**src/logic/ebc_defines.svh**
```systemverilog
// Constants of the external bus cycle controller: offsets, fields, resets, timing.
// Assumes a 125 MHz core clock; included by the package user files only.
`ifndef EBC_DEFINES_SVH
`define EBC_DEFINES_SVH

// Timing: core clock and state time in ns, derived cycle counts
`define EBC_CLK_NS        8
`define EBC_ST_NS         16
`define EBC_RST_LOW_ST    16
`define EBC_SEQ_ST        10
`define EBC_RST_LOW_CLKS  ((`EBC_RST_LOW_ST * `EBC_ST_NS + `EBC_CLK_NS - 1) / `EBC_CLK_NS)
`define EBC_SEQ_CLKS      ((`EBC_SEQ_ST * `EBC_ST_NS) / `EBC_CLK_NS)

// Fixed addresses of the post-reset sequence, low 16 bits within the code page
`define EBC_CODE_PAGE     8'hff
`define EBC_CCB0_ADDR     16'h2018
`define EBC_CCB1_ADDR     16'h201a
`define EBC_CCB2_ADDR     16'h201c
`define EBC_START_ADDR    16'h2080

// Code region steered by the latched external-access select
`define EBC_CODE_LO       24'hff2000
`define EBC_CODE_HI       24'hffffff

// Configuration register 0 fields and reset value
`define EBC_CCR0_BW       1
`define EBC_CCR0_WRL      2
`define EBC_CCR0_ADV      3
`define EBC_CCR0_WS_LO    4
`define EBC_CCR0_RDY      6
`define EBC_CCR0_RST      8'h72

// Configuration register 1 fields and reset value
`define EBC_CHIP_CONFIG_REG_1_BW       2
`define EBC_CHIP_CONFIG_REG_1_WS_HI    3
`define EBC_CHIP_CONFIG_REG_1_CCB2_EN  7
`define EBC_CHIP_CONFIG_REG_1_RST      8'h00

`endif

```
**src/logic/ebc_pkg.sv**
```systemverilog
// Types shared by the external bus cycle controller and its surroundings.
// Assumes ebc_defines.svh holds all numeric constants.
package ebc_pkg;

  // Bus cycle states, Gray along idle-address-data-wait
  typedef enum logic [2:0] {
    BUS_IDLE = 3'b000,
    BUS_ADDR = 3'b001,
    BUS_DATA = 3'b011,
    BUS_WAIT = 3'b010,
    BUS_INTR = 3'b100
  } ebc_bus_st_t;

  // Reset and start-up states
  typedef enum logic [1:0] {
    RS_RESET = 2'b00,
    RS_SEQ   = 2'b01,
    RS_RUN   = 2'b11
  } ebc_rst_st_t;

  // One memory request from the core
  typedef struct packed {
    logic        write;
    logic        word;
    logic [23:0] addr;
    logic [15:0] wdata;
  } ebc_req_t;

  // External bus pins (active-low strobes end in _n)
  typedef struct packed {
    logic [23:0] addr;
    logic        byte_address_lsb;
    logic        high_byte_enable_n;
    logic        rd_n;
    logic        wr_n;
    logic        addr_strobe;
    logic [15:0] data;
    logic        data_oe;
  } ebc_bus_pins_t;

endpackage

```
**src/logic/ebc_bus_ctrl.sv**
```systemverilog
// External bus cycle controller: reset sequencing, code routing, width and waits.
// Assumes synchronous pin inputs and a 125 MHz clk_in; bus clock is clk_in / 2.
// Overview of operation
// - Reset pin low for 16 state times puts the block into reset.
// - Reset pin release realigns the bus clock and starts a 10 state-time sequence.
// - The sequence clears the status word and loads config bytes 2018H, 201AH, and 201CH when bit 7 of 201AH enables it.
// - Sequence end starts execution at address 2080H.
// - Select high sends the code region on chip, low sends it off chip.
// - The select level is latched in reset and used afterwards.
// - Dynamic width mode: width pin low gives 8-bit, high gives 16-bit cycles.
// - Fixed modes give all 8-bit or all 16-bit cycles.
// - Ready low before falling edge adds waits until a rising edge sees it high.
// - Ready is ignored outside external accesses.
// - Wait states per cycle are capped by the configuration registers.
// - Unused ready or width pin works as a plain low-speed port pin.
// - Bus clock output runs with 50 percent duty cycle.
// - 16-bit cycles select bytes with address LSB and high byte enable.
// - Write strobe pulses on every write, or only even-byte writes in low mode.
// - Address-valid strobe returns high at the end of each access; it stays low between the two byte cycles of an 8-bit word.
`timescale 1ns/1ps
`include "ebc_defines.svh"

module ebc_bus_ctrl (
  input  wire logic              clk_in,
  input  wire logic              arst_n_in,
  input  wire logic              reset_pin_n_in,
  input  wire logic              external_access_select_in,
  input  wire logic              ready_pin_in,
  output logic                   ready_pin_out,
  output logic                   ready_pin_oe_out,
  input  wire logic              bus_width_pin_in,
  output logic                   bus_width_pin_out,
  output logic                   bus_width_pin_oe_out,
  input  wire logic [1:0]        low_speed_io_data_in,
  input  wire logic [1:0]        low_speed_io_oe_in,
  output logic [1:0]             low_speed_io_value_out,
  input  wire logic              req_valid_in,
  input  wire ebc_pkg::ebc_req_t req_in,
  output logic                   req_ready_out,
  output logic                   rsp_valid_out,
  output logic [15:0]            rsp_rdata_out,
  output logic                   int_sel_out,
  output logic [23:0]            int_addr_out,
  input  wire logic [15:0]       int_rdata_in,
  input  wire logic [15:0]       ext_data_in,
  output ebc_pkg::ebc_bus_pins_t bus_out,
  output logic                   bus_clock_output_out,
  output logic                   in_reset_out,
  output logic                   exec_start_out,
  output logic [23:0]            exec_addr_out,
  input  wire logic              psw_load_in,
  input  wire logic [15:0]       psw_in,
  output logic [15:0]            program_status_word_out,
  output logic [7:0]             chip_config_reg_0_out,
  output logic [7:0]             chip_config_reg_1_out,
  output logic [7:0]             chip_config_byte_2_out
);
  import ebc_pkg::*;

  // Width of one cycle from the two config bits and the synchronised pin
  function automatic logic width16(input logic [7:0] c0, input logic [7:0] c1, input logic bw);
    case ({c0[`EBC_CCR0_BW], c1[`EBC_CHIP_CONFIG_REG_1_BW]})
      2'b11:   width16 = bw;
      2'b01:   width16 = 1'b0;
      default: width16 = 1'b1;
    endcase
  endfunction

  // Latched select steers the fixed code region on chip
  function automatic logic is_internal(input logic ea, input logic [23:0] a);
    is_internal = ea && (a >= `EBC_CODE_LO) && (a <= `EBC_CODE_HI);
  endfunction

  ebc_rst_st_t   rst_st_r, rst_st_nxt;
  ebc_bus_st_t   bst_r, bst_nxt;
  logic [5:0]    low_cnt_r, low_cnt_nxt;
  logic [4:0]    seq_cnt_r, seq_cnt_nxt;
  logic [1:0]    step_r, step_nxt;
  logic          seq_pend_r, seq_pend_nxt;
  logic [7:0]    ccr0_r, ccr0_nxt, chip_config_reg_1_r, chip_config_reg_1_nxt, ccb2_r, ccb2_nxt;
  logic [15:0]   psw_r, psw_nxt;
  logic          ea_r, ea_nxt;
  logic          bclk_r, bclk_nxt;
  logic          exec_start_r, exec_start_nxt;
  logic [23:0]   exec_addr_r, exec_addr_nxt;
  ebc_req_t      cur_r, cur_nxt;
  logic          owner_seq_r, owner_seq_nxt;
  logic          is16_r, is16_nxt, second_r, second_nxt, stall_r, stall_nxt;
  logic [2:0]    wcnt_r, wcnt_nxt;
  logic [15:0]   rdata_r, rdata_nxt;
  logic          rsp_v_r, rsp_v_nxt, int_sel_r, int_sel_nxt;
  ebc_bus_pins_t pins_r, pins_nxt;
  logic          rdy_m_r, rdy_s_r, bw_m_r, bw_s_r;
  logic [1:0]    low_speed_io_r;
  logic          in_rst, rise, fall, seq_req_v, sel_v, acc, finish;
  logic          rdy_en, bw_dyn;
  ebc_req_t      sel_req;
  logic [2:0]    wmax;
  logic [7:0]    seq_byte;

  assign in_rst = (rst_st_r == RS_RESET);
  assign rise   = !bclk_r && !in_rst;
  assign fall   = bclk_r;
  assign rdy_en = ccr0_r[`EBC_CCR0_RDY];
  assign bw_dyn = ccr0_r[`EBC_CCR0_BW] && chip_config_reg_1_r[`EBC_CHIP_CONFIG_REG_1_BW];
  assign wmax   = {chip_config_reg_1_r[`EBC_CHIP_CONFIG_REG_1_WS_HI], ccr0_r[`EBC_CCR0_WS_LO +: 2]};

  // Sequencer requests take priority; the core is only served once running
  assign seq_req_v = (rst_st_r == RS_SEQ) && (step_r != 2'd3) && !seq_pend_r;
  always_comb begin
    sel_req = req_in;
    sel_v   = req_valid_in && (rst_st_r == RS_RUN);
    if (rst_st_r == RS_SEQ) begin
      sel_v         = seq_req_v;
      sel_req.write = 1'b0;
      sel_req.word  = 1'b0;
      sel_req.wdata = 16'h0000;
      case (step_r)
        2'd0:    sel_req.addr = {`EBC_CODE_PAGE, `EBC_CCB0_ADDR};
        2'd1:    sel_req.addr = {`EBC_CODE_PAGE, `EBC_CCB1_ADDR};
        default: sel_req.addr = {`EBC_CODE_PAGE, `EBC_CCB2_ADDR};
      endcase
    end
  end

  // External cycles start only on a state-time boundary, internal ones at once
  assign acc = sel_v && (bst_r == BUS_IDLE) && !in_rst &&
               (is_internal(ea_r, sel_req.addr) || rise);
  assign req_ready_out = (rst_st_r == RS_RUN) && (bst_r == BUS_IDLE) &&
                         (is_internal(ea_r, req_in.addr) || rise);
  assign seq_byte = rdata_r[7:0];

  // Reset detection, start-up sequence and configuration loading
  always_comb begin
    rst_st_nxt     = rst_st_r;
    low_cnt_nxt    = reset_pin_n_in ? 6'd0 : low_cnt_r + 6'd1;
    seq_cnt_nxt    = seq_cnt_r;
    step_nxt       = step_r;
    seq_pend_nxt   = seq_pend_r;
    ccr0_nxt       = ccr0_r;
    chip_config_reg_1_nxt       = chip_config_reg_1_r;
    ccb2_nxt       = ccb2_r;
    psw_nxt        = psw_load_in ? psw_in : psw_r;
    ea_nxt         = ea_r;
    bclk_nxt       = !bclk_r;
    exec_start_nxt = 1'b0;
    exec_addr_nxt  = exec_addr_r;
    case (rst_st_r)
      RS_RESET: begin
        bclk_nxt    = 1'b0;
        low_cnt_nxt = 6'd0;
        ea_nxt      = external_access_select_in;
        ccr0_nxt    = `EBC_CCR0_RST;
        chip_config_reg_1_nxt    = `EBC_CHIP_CONFIG_REG_1_RST;
        ccb2_nxt    = 8'h00;
        psw_nxt     = 16'h0000;
        if (reset_pin_n_in) begin
          rst_st_nxt  = RS_SEQ;
          seq_cnt_nxt = 5'd0;
          step_nxt    = 2'd0;
        end
      end
      RS_SEQ: begin
        psw_nxt = 16'h0000;
        if (seq_cnt_r != 5'(`EBC_SEQ_CLKS)) begin
          seq_cnt_nxt = seq_cnt_r + 5'd1;
        end
        if (acc) begin
          seq_pend_nxt = 1'b1;
        end
        if (rsp_v_r && owner_seq_r) begin
          seq_pend_nxt = 1'b0;
          step_nxt     = step_r + 2'd1;
          case (step_r)
            2'd0: ccr0_nxt = seq_byte;
            2'd1: begin
              chip_config_reg_1_nxt = seq_byte;
              if (!seq_byte[`EBC_CHIP_CONFIG_REG_1_CCB2_EN]) begin
                step_nxt = 2'd3;
              end
            end
            default: ccb2_nxt = seq_byte;
          endcase
        end
        if ((seq_cnt_r == 5'(`EBC_SEQ_CLKS)) && (step_r == 2'd3)) begin
          rst_st_nxt     = RS_RUN;
          exec_start_nxt = 1'b1;
          exec_addr_nxt  = {`EBC_CODE_PAGE, `EBC_START_ADDR};
        end
      end
      RS_RUN:  ;
      default: rst_st_nxt = RS_RESET;
    endcase
    if (!in_rst && (low_cnt_r == 6'(`EBC_RST_LOW_CLKS - 1)) && !reset_pin_n_in) begin
      rst_st_nxt = RS_RESET;
    end
  end

  always_ff @(posedge clk_in or negedge arst_n_in) begin
    if (!arst_n_in) begin
      rst_st_r     <= RS_RESET;
      low_cnt_r    <= 6'd0;
      seq_cnt_r    <= 5'd0;
      step_r       <= 2'd0;
      seq_pend_r   <= 1'b0;
      ccr0_r       <= `EBC_CCR0_RST;
      chip_config_reg_1_r       <= `EBC_CHIP_CONFIG_REG_1_RST;
      ccb2_r       <= 8'h00;
      psw_r        <= 16'h0000;
      ea_r         <= 1'b0;
      bclk_r       <= 1'b0;
      exec_start_r <= 1'b0;
      exec_addr_r  <= 24'h000000;
    end else begin
      rst_st_r     <= rst_st_nxt;
      low_cnt_r    <= low_cnt_nxt;
      seq_cnt_r    <= seq_cnt_nxt;
      step_r       <= step_nxt;
      seq_pend_r   <= seq_pend_nxt;
      ccr0_r       <= ccr0_nxt;
      chip_config_reg_1_r       <= chip_config_reg_1_nxt;
      ccb2_r       <= ccb2_nxt;
      psw_r        <= psw_nxt;
      ea_r         <= ea_nxt;
      bclk_r       <= bclk_nxt;
      exec_start_r <= exec_start_nxt;
      exec_addr_r  <= exec_addr_nxt;
    end
  end

  // Pin synchronisers and port-pin sampling; second flops alone feed logic
  always_ff @(posedge clk_in or negedge arst_n_in) begin
    if (!arst_n_in) begin
      rdy_m_r <= 1'b1;
      rdy_s_r <= 1'b1;
      bw_m_r  <= 1'b1;
      bw_s_r  <= 1'b1;
      low_speed_io_r  <= 2'b00;
    end else begin
      rdy_m_r <= ready_pin_in;
      rdy_s_r <= rdy_m_r;
      bw_m_r  <= bus_width_pin_in;
      bw_s_r  <= bw_m_r;
      low_speed_io_r  <= {bus_width_pin_in, ready_pin_in};
    end
  end

  // Bus cycle engine: address, data, waits, byte lanes and strobes
  always_comb begin
    bst_nxt       = bst_r;
    cur_nxt       = cur_r;
    owner_seq_nxt = owner_seq_r;
    is16_nxt      = is16_r;
    second_nxt    = second_r;
    stall_nxt     = stall_r;
    wcnt_nxt      = wcnt_r;
    rdata_nxt     = rdata_r;
    rsp_v_nxt     = 1'b0;
    int_sel_nxt   = 1'b0;
    finish        = 1'b0;
    case (bst_r)
      BUS_IDLE: if (acc) begin
        cur_nxt       = sel_req;
        owner_seq_nxt = (rst_st_r == RS_SEQ);
        second_nxt    = 1'b0;
        if (is_internal(ea_r, sel_req.addr)) begin
          bst_nxt     = BUS_INTR;
          int_sel_nxt = 1'b1;
        end else begin
          bst_nxt = BUS_ADDR;
        end
      end
      BUS_INTR: begin
        rdata_nxt = (!cur_r.word && cur_r.addr[0]) ? {8'h00, int_rdata_in[15:8]}
                                                   : int_rdata_in;
        rsp_v_nxt = 1'b1;
        bst_nxt   = BUS_IDLE;
      end
      BUS_ADDR: if (rise) begin
        bst_nxt   = BUS_DATA;
        is16_nxt  = width16(ccr0_r, chip_config_reg_1_r, bw_s_r);
        stall_nxt = 1'b0;
        wcnt_nxt  = 3'd0;
      end
      BUS_DATA: begin
        if (fall) begin
          stall_nxt = rdy_en && !rdy_s_r;
        end
        if (rise) begin
          if (stall_r && (wmax != 3'd0)) begin
            bst_nxt  = BUS_WAIT;
            wcnt_nxt = 3'd1;
          end else begin
            finish = 1'b1;
          end
        end
      end
      BUS_WAIT: if (rise) begin
        if (rdy_s_r || (wcnt_r == wmax)) begin
          finish = 1'b1;
        end else begin
          wcnt_nxt = wcnt_r + 3'd1;
        end
      end
      default: bst_nxt = BUS_IDLE;
    endcase
    // End of an external cycle: capture lanes, maybe run the high byte
    if (finish) begin
      if (is16_r) begin
        rdata_nxt = (!cur_r.word && cur_r.addr[0]) ? {8'h00, ext_data_in[15:8]}
                                                   : ext_data_in;
      end else if (second_r) begin
        rdata_nxt[15:8] = ext_data_in[7:0];
      end else begin
        rdata_nxt = {8'h00, ext_data_in[7:0]};
      end
      if (!is16_r && cur_r.word && !second_r) begin
        second_nxt = 1'b1;
        bst_nxt    = BUS_ADDR;
      end else begin
        rsp_v_nxt = 1'b1;
        bst_nxt   = BUS_IDLE;
      end
    end
    if (in_rst) begin
      bst_nxt = BUS_IDLE;
    end
  end

  // Pin values follow the next state so they line up with it
  always_comb begin
    pins_nxt                    = '0;
    pins_nxt.addr               = {cur_nxt.addr[23:1], cur_nxt.addr[0] | second_nxt};
    pins_nxt.byte_address_lsb   = pins_nxt.addr[0];
    pins_nxt.high_byte_enable_n = !(is16_nxt && (cur_nxt.word || cur_nxt.addr[0]));
    pins_nxt.rd_n               = 1'b1;
    pins_nxt.wr_n               = 1'b1;
    pins_nxt.addr_strobe        = ccr0_r[`EBC_CCR0_ADV];
    pins_nxt.data               = cur_nxt.wdata;
    if (!is16_nxt && second_nxt) begin
      pins_nxt.data = {8'h00, cur_nxt.wdata[15:8]};
    end else if (is16_nxt && !cur_nxt.word && cur_nxt.addr[0]) begin
      pins_nxt.data = {cur_nxt.wdata[7:0], cur_nxt.wdata[7:0]};
    end
    if (bst_nxt == BUS_ADDR) begin
      pins_nxt.addr_strobe = !ccr0_r[`EBC_CCR0_ADV];
    end else if ((bst_nxt == BUS_DATA) || (bst_nxt == BUS_WAIT)) begin
      pins_nxt.addr_strobe = 1'b0;
      pins_nxt.rd_n        = cur_nxt.write;
      pins_nxt.data_oe     = cur_nxt.write;
      pins_nxt.wr_n        = !(cur_nxt.write &&
                               (!ccr0_r[`EBC_CCR0_WRL] || !pins_nxt.addr[0]));
    end
  end

  always_ff @(posedge clk_in or negedge arst_n_in) begin
    if (!arst_n_in) begin
      bst_r       <= BUS_IDLE;
      cur_r       <= '0;
      owner_seq_r <= 1'b0;
      is16_r      <= 1'b1;
      second_r    <= 1'b0;
      stall_r     <= 1'b0;
      wcnt_r      <= 3'd0;
      rdata_r     <= 16'h0000;
      rsp_v_r     <= 1'b0;
      int_sel_r   <= 1'b0;
      pins_r      <= '{addr: 24'h000000, data: 16'h0000, data_oe: 1'b0, default: 1'b1};
    end else begin
      bst_r       <= bst_nxt;
      cur_r       <= cur_nxt;
      owner_seq_r <= owner_seq_nxt;
      is16_r      <= is16_nxt;
      second_r    <= second_nxt;
      stall_r     <= stall_nxt;
      wcnt_r      <= wcnt_nxt;
      rdata_r     <= rdata_nxt;
      rsp_v_r     <= rsp_v_nxt;
      int_sel_r   <= int_sel_nxt;
      pins_r      <= pins_nxt;
    end
  end

  // Unused function pins fall back to plain port pins
  assign ready_pin_out           = low_speed_io_data_in[0];
  assign ready_pin_oe_out        = !rdy_en && low_speed_io_oe_in[0];
  assign bus_width_pin_out       = low_speed_io_data_in[1];
  assign bus_width_pin_oe_out    = !bw_dyn && low_speed_io_oe_in[1];
  assign low_speed_io_value_out  = low_speed_io_r;
  assign rsp_valid_out           = rsp_v_r && !owner_seq_r;
  assign rsp_rdata_out           = rdata_r;
  assign int_sel_out             = int_sel_r;
  assign int_addr_out            = cur_r.addr;
  assign bus_out                 = pins_r;
  assign bus_clock_output_out    = bclk_r;
  assign in_reset_out            = in_rst;
  assign exec_start_out          = exec_start_r;
  assign exec_addr_out           = exec_addr_r;
  assign program_status_word_out = psw_r;
  assign chip_config_reg_0_out   = ccr0_r;
  assign chip_config_reg_1_out   = chip_config_reg_1_r;
  assign chip_config_byte_2_out  = ccb2_r;
endmodule

```
**config.mk**
```make
export PLATFORM = sky130hd
export DESIGN_NAME = ebc_bus_ctrl
export DESIGN_NICKNAME = d
export VERILOG_FILES = /design/src/logic/ebc_pkg.sv /design/src/logic/ebc_bus_ctrl.sv
export VERILOG_INCLUDE_DIRS = /design/src /design/src/logic
export SDC_FILE = /design/constraint.sdc
export NUM_CORES = 1
export LEC_CHECK = 0
export ABC_AREA = 0
export BUFFER_PORTS_ARGS = -buffer_cell sky130_fd_sc_hd__buf_2
export CAP_MARGIN = 20
export CORE_ASPECT_RATIO = 1.75
export CORE_MARGIN = 1.5
export CORE_UTILIZATION = 41
export CTS_CLUSTER_SIZE = 30
export DETAILED_ROUTE_END_ITERATION = 6
export HOLD_SLACK_MARGIN = 0.02
export PLACE_DENSITY = 0.73
export SLEW_MARGIN = 10
export SYNTH_ARGS = -nofsm -noshare
export SYNTH_HDL_FRONTEND = slang
export SYNTH_SLANG_ARGS = --single-unit
```
**constraint.sdc**
```tcl
create_clock -name clk_in -period 4.03 [get_ports clk_in]
set_clock_uncertainty 0.15 [all_clocks]
set_input_delay 0.403 -clock clk_in [delete_from_list [all_inputs] [get_ports clk_in]]
set_output_delay 0.403 -clock clk_in [all_outputs]
set_load 0.02 [all_outputs]
```
==> results.yml <==
critical_path:
  crit_chain: "buf_4 > o21ba_2 > nand3_1 > nor2_1 > buf_4 > nor2_1 > a221o_1"
  worst_ep_arrival_time_ns: 2.97
  worst_ep_required_time_ns: 4.19
  end_kind: "flip-flop"
  critical_path_class: "reg2reg"
  path_buf_inv: 2
  startpoint_type: "flip-flop"
  crit_path_top_delay_cell: "dfrtp_1"
  cp_slowest_stage_delay_ns: 0.65
  ff2ff_setup_slack_ns: 1.22
  crit_path_max_fanout: 25
  path_delay_family: "simple AND/OR/NAND/NOR gates"
clock_tree:
  clk_latency_ns: 0.43
  cts_made_buffers: 17
  postCtsHoldBufs: 2
  cts_tree: "yes"
  root_buffer: "clkbuf_16"
  htree_levels: 4
  clock_path_buffers: 2
  postCtsSetupRepairBufs: 0
  cts.sinks: 159
  path_clk_slew_ns: 0.07
  cts_resized: 0
sta:
  period_share: 0.6978
  rsz0062_at_grt: "false"
  hold_viol: 0
  tightest_slew_ns: 0.9330
  drv_slew: 0
  fin_tns_setup_ns: 0
  setup_slack_ns: 1.218
  max_freq_mhz: 355.6
  min_period_ns: 2.812
  hold_ws_ns: 0.06167
  setup_viol: 0
  slew_headroom: 0.3780
die:
  die_w_um: 108.6
  die_area_sq_um: 20400
  die_h_um: 187.8
  placementRows: 67
  coreArea_sq_um: 19110
  start_util: 0.4187
  io_pins: 264
global_route:
  grt_pass1_vias: 6209
  grt_overflow: 0
  grtUsageTotal: 0.2101
  grt_antenna_before_repair: 1
  grt_pass1_wl_mm: 32.78
  grt_max_degree: 116
logic_synthesis:
  synthArstFlopShare: 1.000
  ys_top_cells_by_count: "dfrtp_1, nand2_1, buf_4"
  synthesis.area_sq_um: 8003
  synth_seq_cells: 159
  synth.top_cell.area_share: 0.4534
  syn_area_per_cell_sq_um: 10.34
  yosysMostFrequentCell: "dfrtp_1"
  synth_edf_count: 0
  ys.warnings.count: 0
  ys_top_cells_by_area: "dfrtp_1, buf_4, dfstp_2"
  syn_inst: 774
  ys_seq_area_frac: 0.4994
  synth.distinct_cells: 76
  synth_area_leader_cell: "dfrtp_1"
  ys.flop_type: "dfrtp_1"
place:
  dp_slack_ns: 1.169
  dp.cells: 1175
  gp_congestion: 0.8367
  place_area_sq_um: 8936
  port_buffers: 245
  dpl.hpwl_mm: 15.49
power:
  peakVddDrop_uv: 312.0
  leakage_nw: 4.759
  pwr_density_cell_nw_per_um2: 773.9
detailed_routing:
  drc: 0
  route.met3.wl_um: 985
  antenna_left: 0
  viasPerCell: 5.137
  wl_per_cell_um: 17.33
  vias: 6226
  wl_met2_mm: 11.45
  first_pass_iters: 5
  top_layer: "met4"
  m1WireLength_mm: 8.050
  drt-initial-drc-count: 231
  wl_mm: 21.00
cells_and_area:
  design_area_sq_um: 9570
  fillers: 1772
  final_layout_size_suffix_gt1_frac: 0.3711
  area_growth_pct: 19.59
  fin_cells: 1212
  final_nets: 1067
flow_run:
  drv_cap: 0
worst_hold_path:
  hp-class: "in2reg"
status:
  outcome: "completed"
[placed cells by master, fill, tap and decap left out, drive strengths merged, types with 12 or more instances in the layout]
cell type and count:
buf 257, dfrtp 145, nand2 96, o21ai 56, nor2 50, inv 39
a21oi 32, mux2i 29, nor2b 25, a22oi 21, clkbuf 18, mux2 17
nand3 16, conb 14, dfstp 14, nor3 13, o22ai 12, and2 12
[where the power goes]
group          leakage (nW)  total (mW)  internal [mW]  switching (mW)
combinational          2.47        3.18           1.19            2.00
clock                 0.285        1.59          0.875           0.714
sequential             2.00        2.63           2.17           0.468
[worst min-delay path, stage by stage]
cell and delay [ns]:
buf_2 0.09, nand2_1 0.04, o21ai_0 0.06
[path summary, 6_finish.rpt]
path,start,endpoint,depth (start not counted)
min in group asynchronous,arst_n_in,cur_r[0],2
worst max register to register,rst_st_r[1],rsp_rdata_out[11],7
worst min register to register,bw_m_r,bw_s_r,0
max in group asynchronous,arst_n_in,chip_config_reg_0_out[4],4
worst min-delay path,req_in[25],bus_out[31],3
worst max-delay path,rst_st_r[1],rsp_rdata_out[11],7
[cell type report]
cell class	instances	area (sq um)	area share
inverter	30	112.6	0.01177
antenna	1	2.502	0.0002615
clock buffer	18	429.2	0.04484
clock inverter	14	145.1	0.01517
multi-input combinational	489	3198	0.3342
sequential	159	3996	0.4176
tap	241	301.5	0.03151
timing repair buffer	260	1385	0.1447
[stage by stage]
step / utilization / power (mW)
floorplan: - / 5.055
global placement: 0.4675 / 5.780
detailed placement: 0.4675 / 5.857
CTS: 0.4986 / 7.470
global route: 0.5007 / 7.882
finish: 0.5007 / 7.407
[state kept, by name, indices dropped and copies added, names as in the netlist, 2 cells and up]
register                 cells
int_addr_out                 2
rst_st_r                     2
chip_config_byte_2_out       8
wcnt_r                       3
bus_out                     45
low_cnt_r                    6
step_r                       2
chip_config_reg_0_out        8
bst_r                        3
cur_r                       18
seq_cnt_r                    5
chip_config_reg_1_out        8
program_status_word_out     16
low_speed_io_value_out       2
rsp_rdata_out               16
[metal layers]
metal / vias to the layer above / global-route usage
met4: 0 / 0.08704
met5: - / 0
met2: 207 / 0.3783
met1: 3047 / 0.2397
li1: 2940 / -
met3: 32 / 0.03580
[cell families (layout without fill, tap and decap cells)]
group / after synthesis / after routing / share of synthesized area
DFF: 159 / 159 / 0.4994
muxes: 46 / 46 / 0.07114
other: 1 / 15 / 0.0004686
xor gates and xnor gates: 12 / 12 / 0.01313
AOI/OAI and AO/OA: 164 / 164 / 0.1451
and+or+nand+nor: 245 / 245 / 0.1509
buffers and inverters: 139 / 322 / 0.1074
adders and majority gates: 8 / 8 / 0.01251
Power figures use the tool's default switching activity.
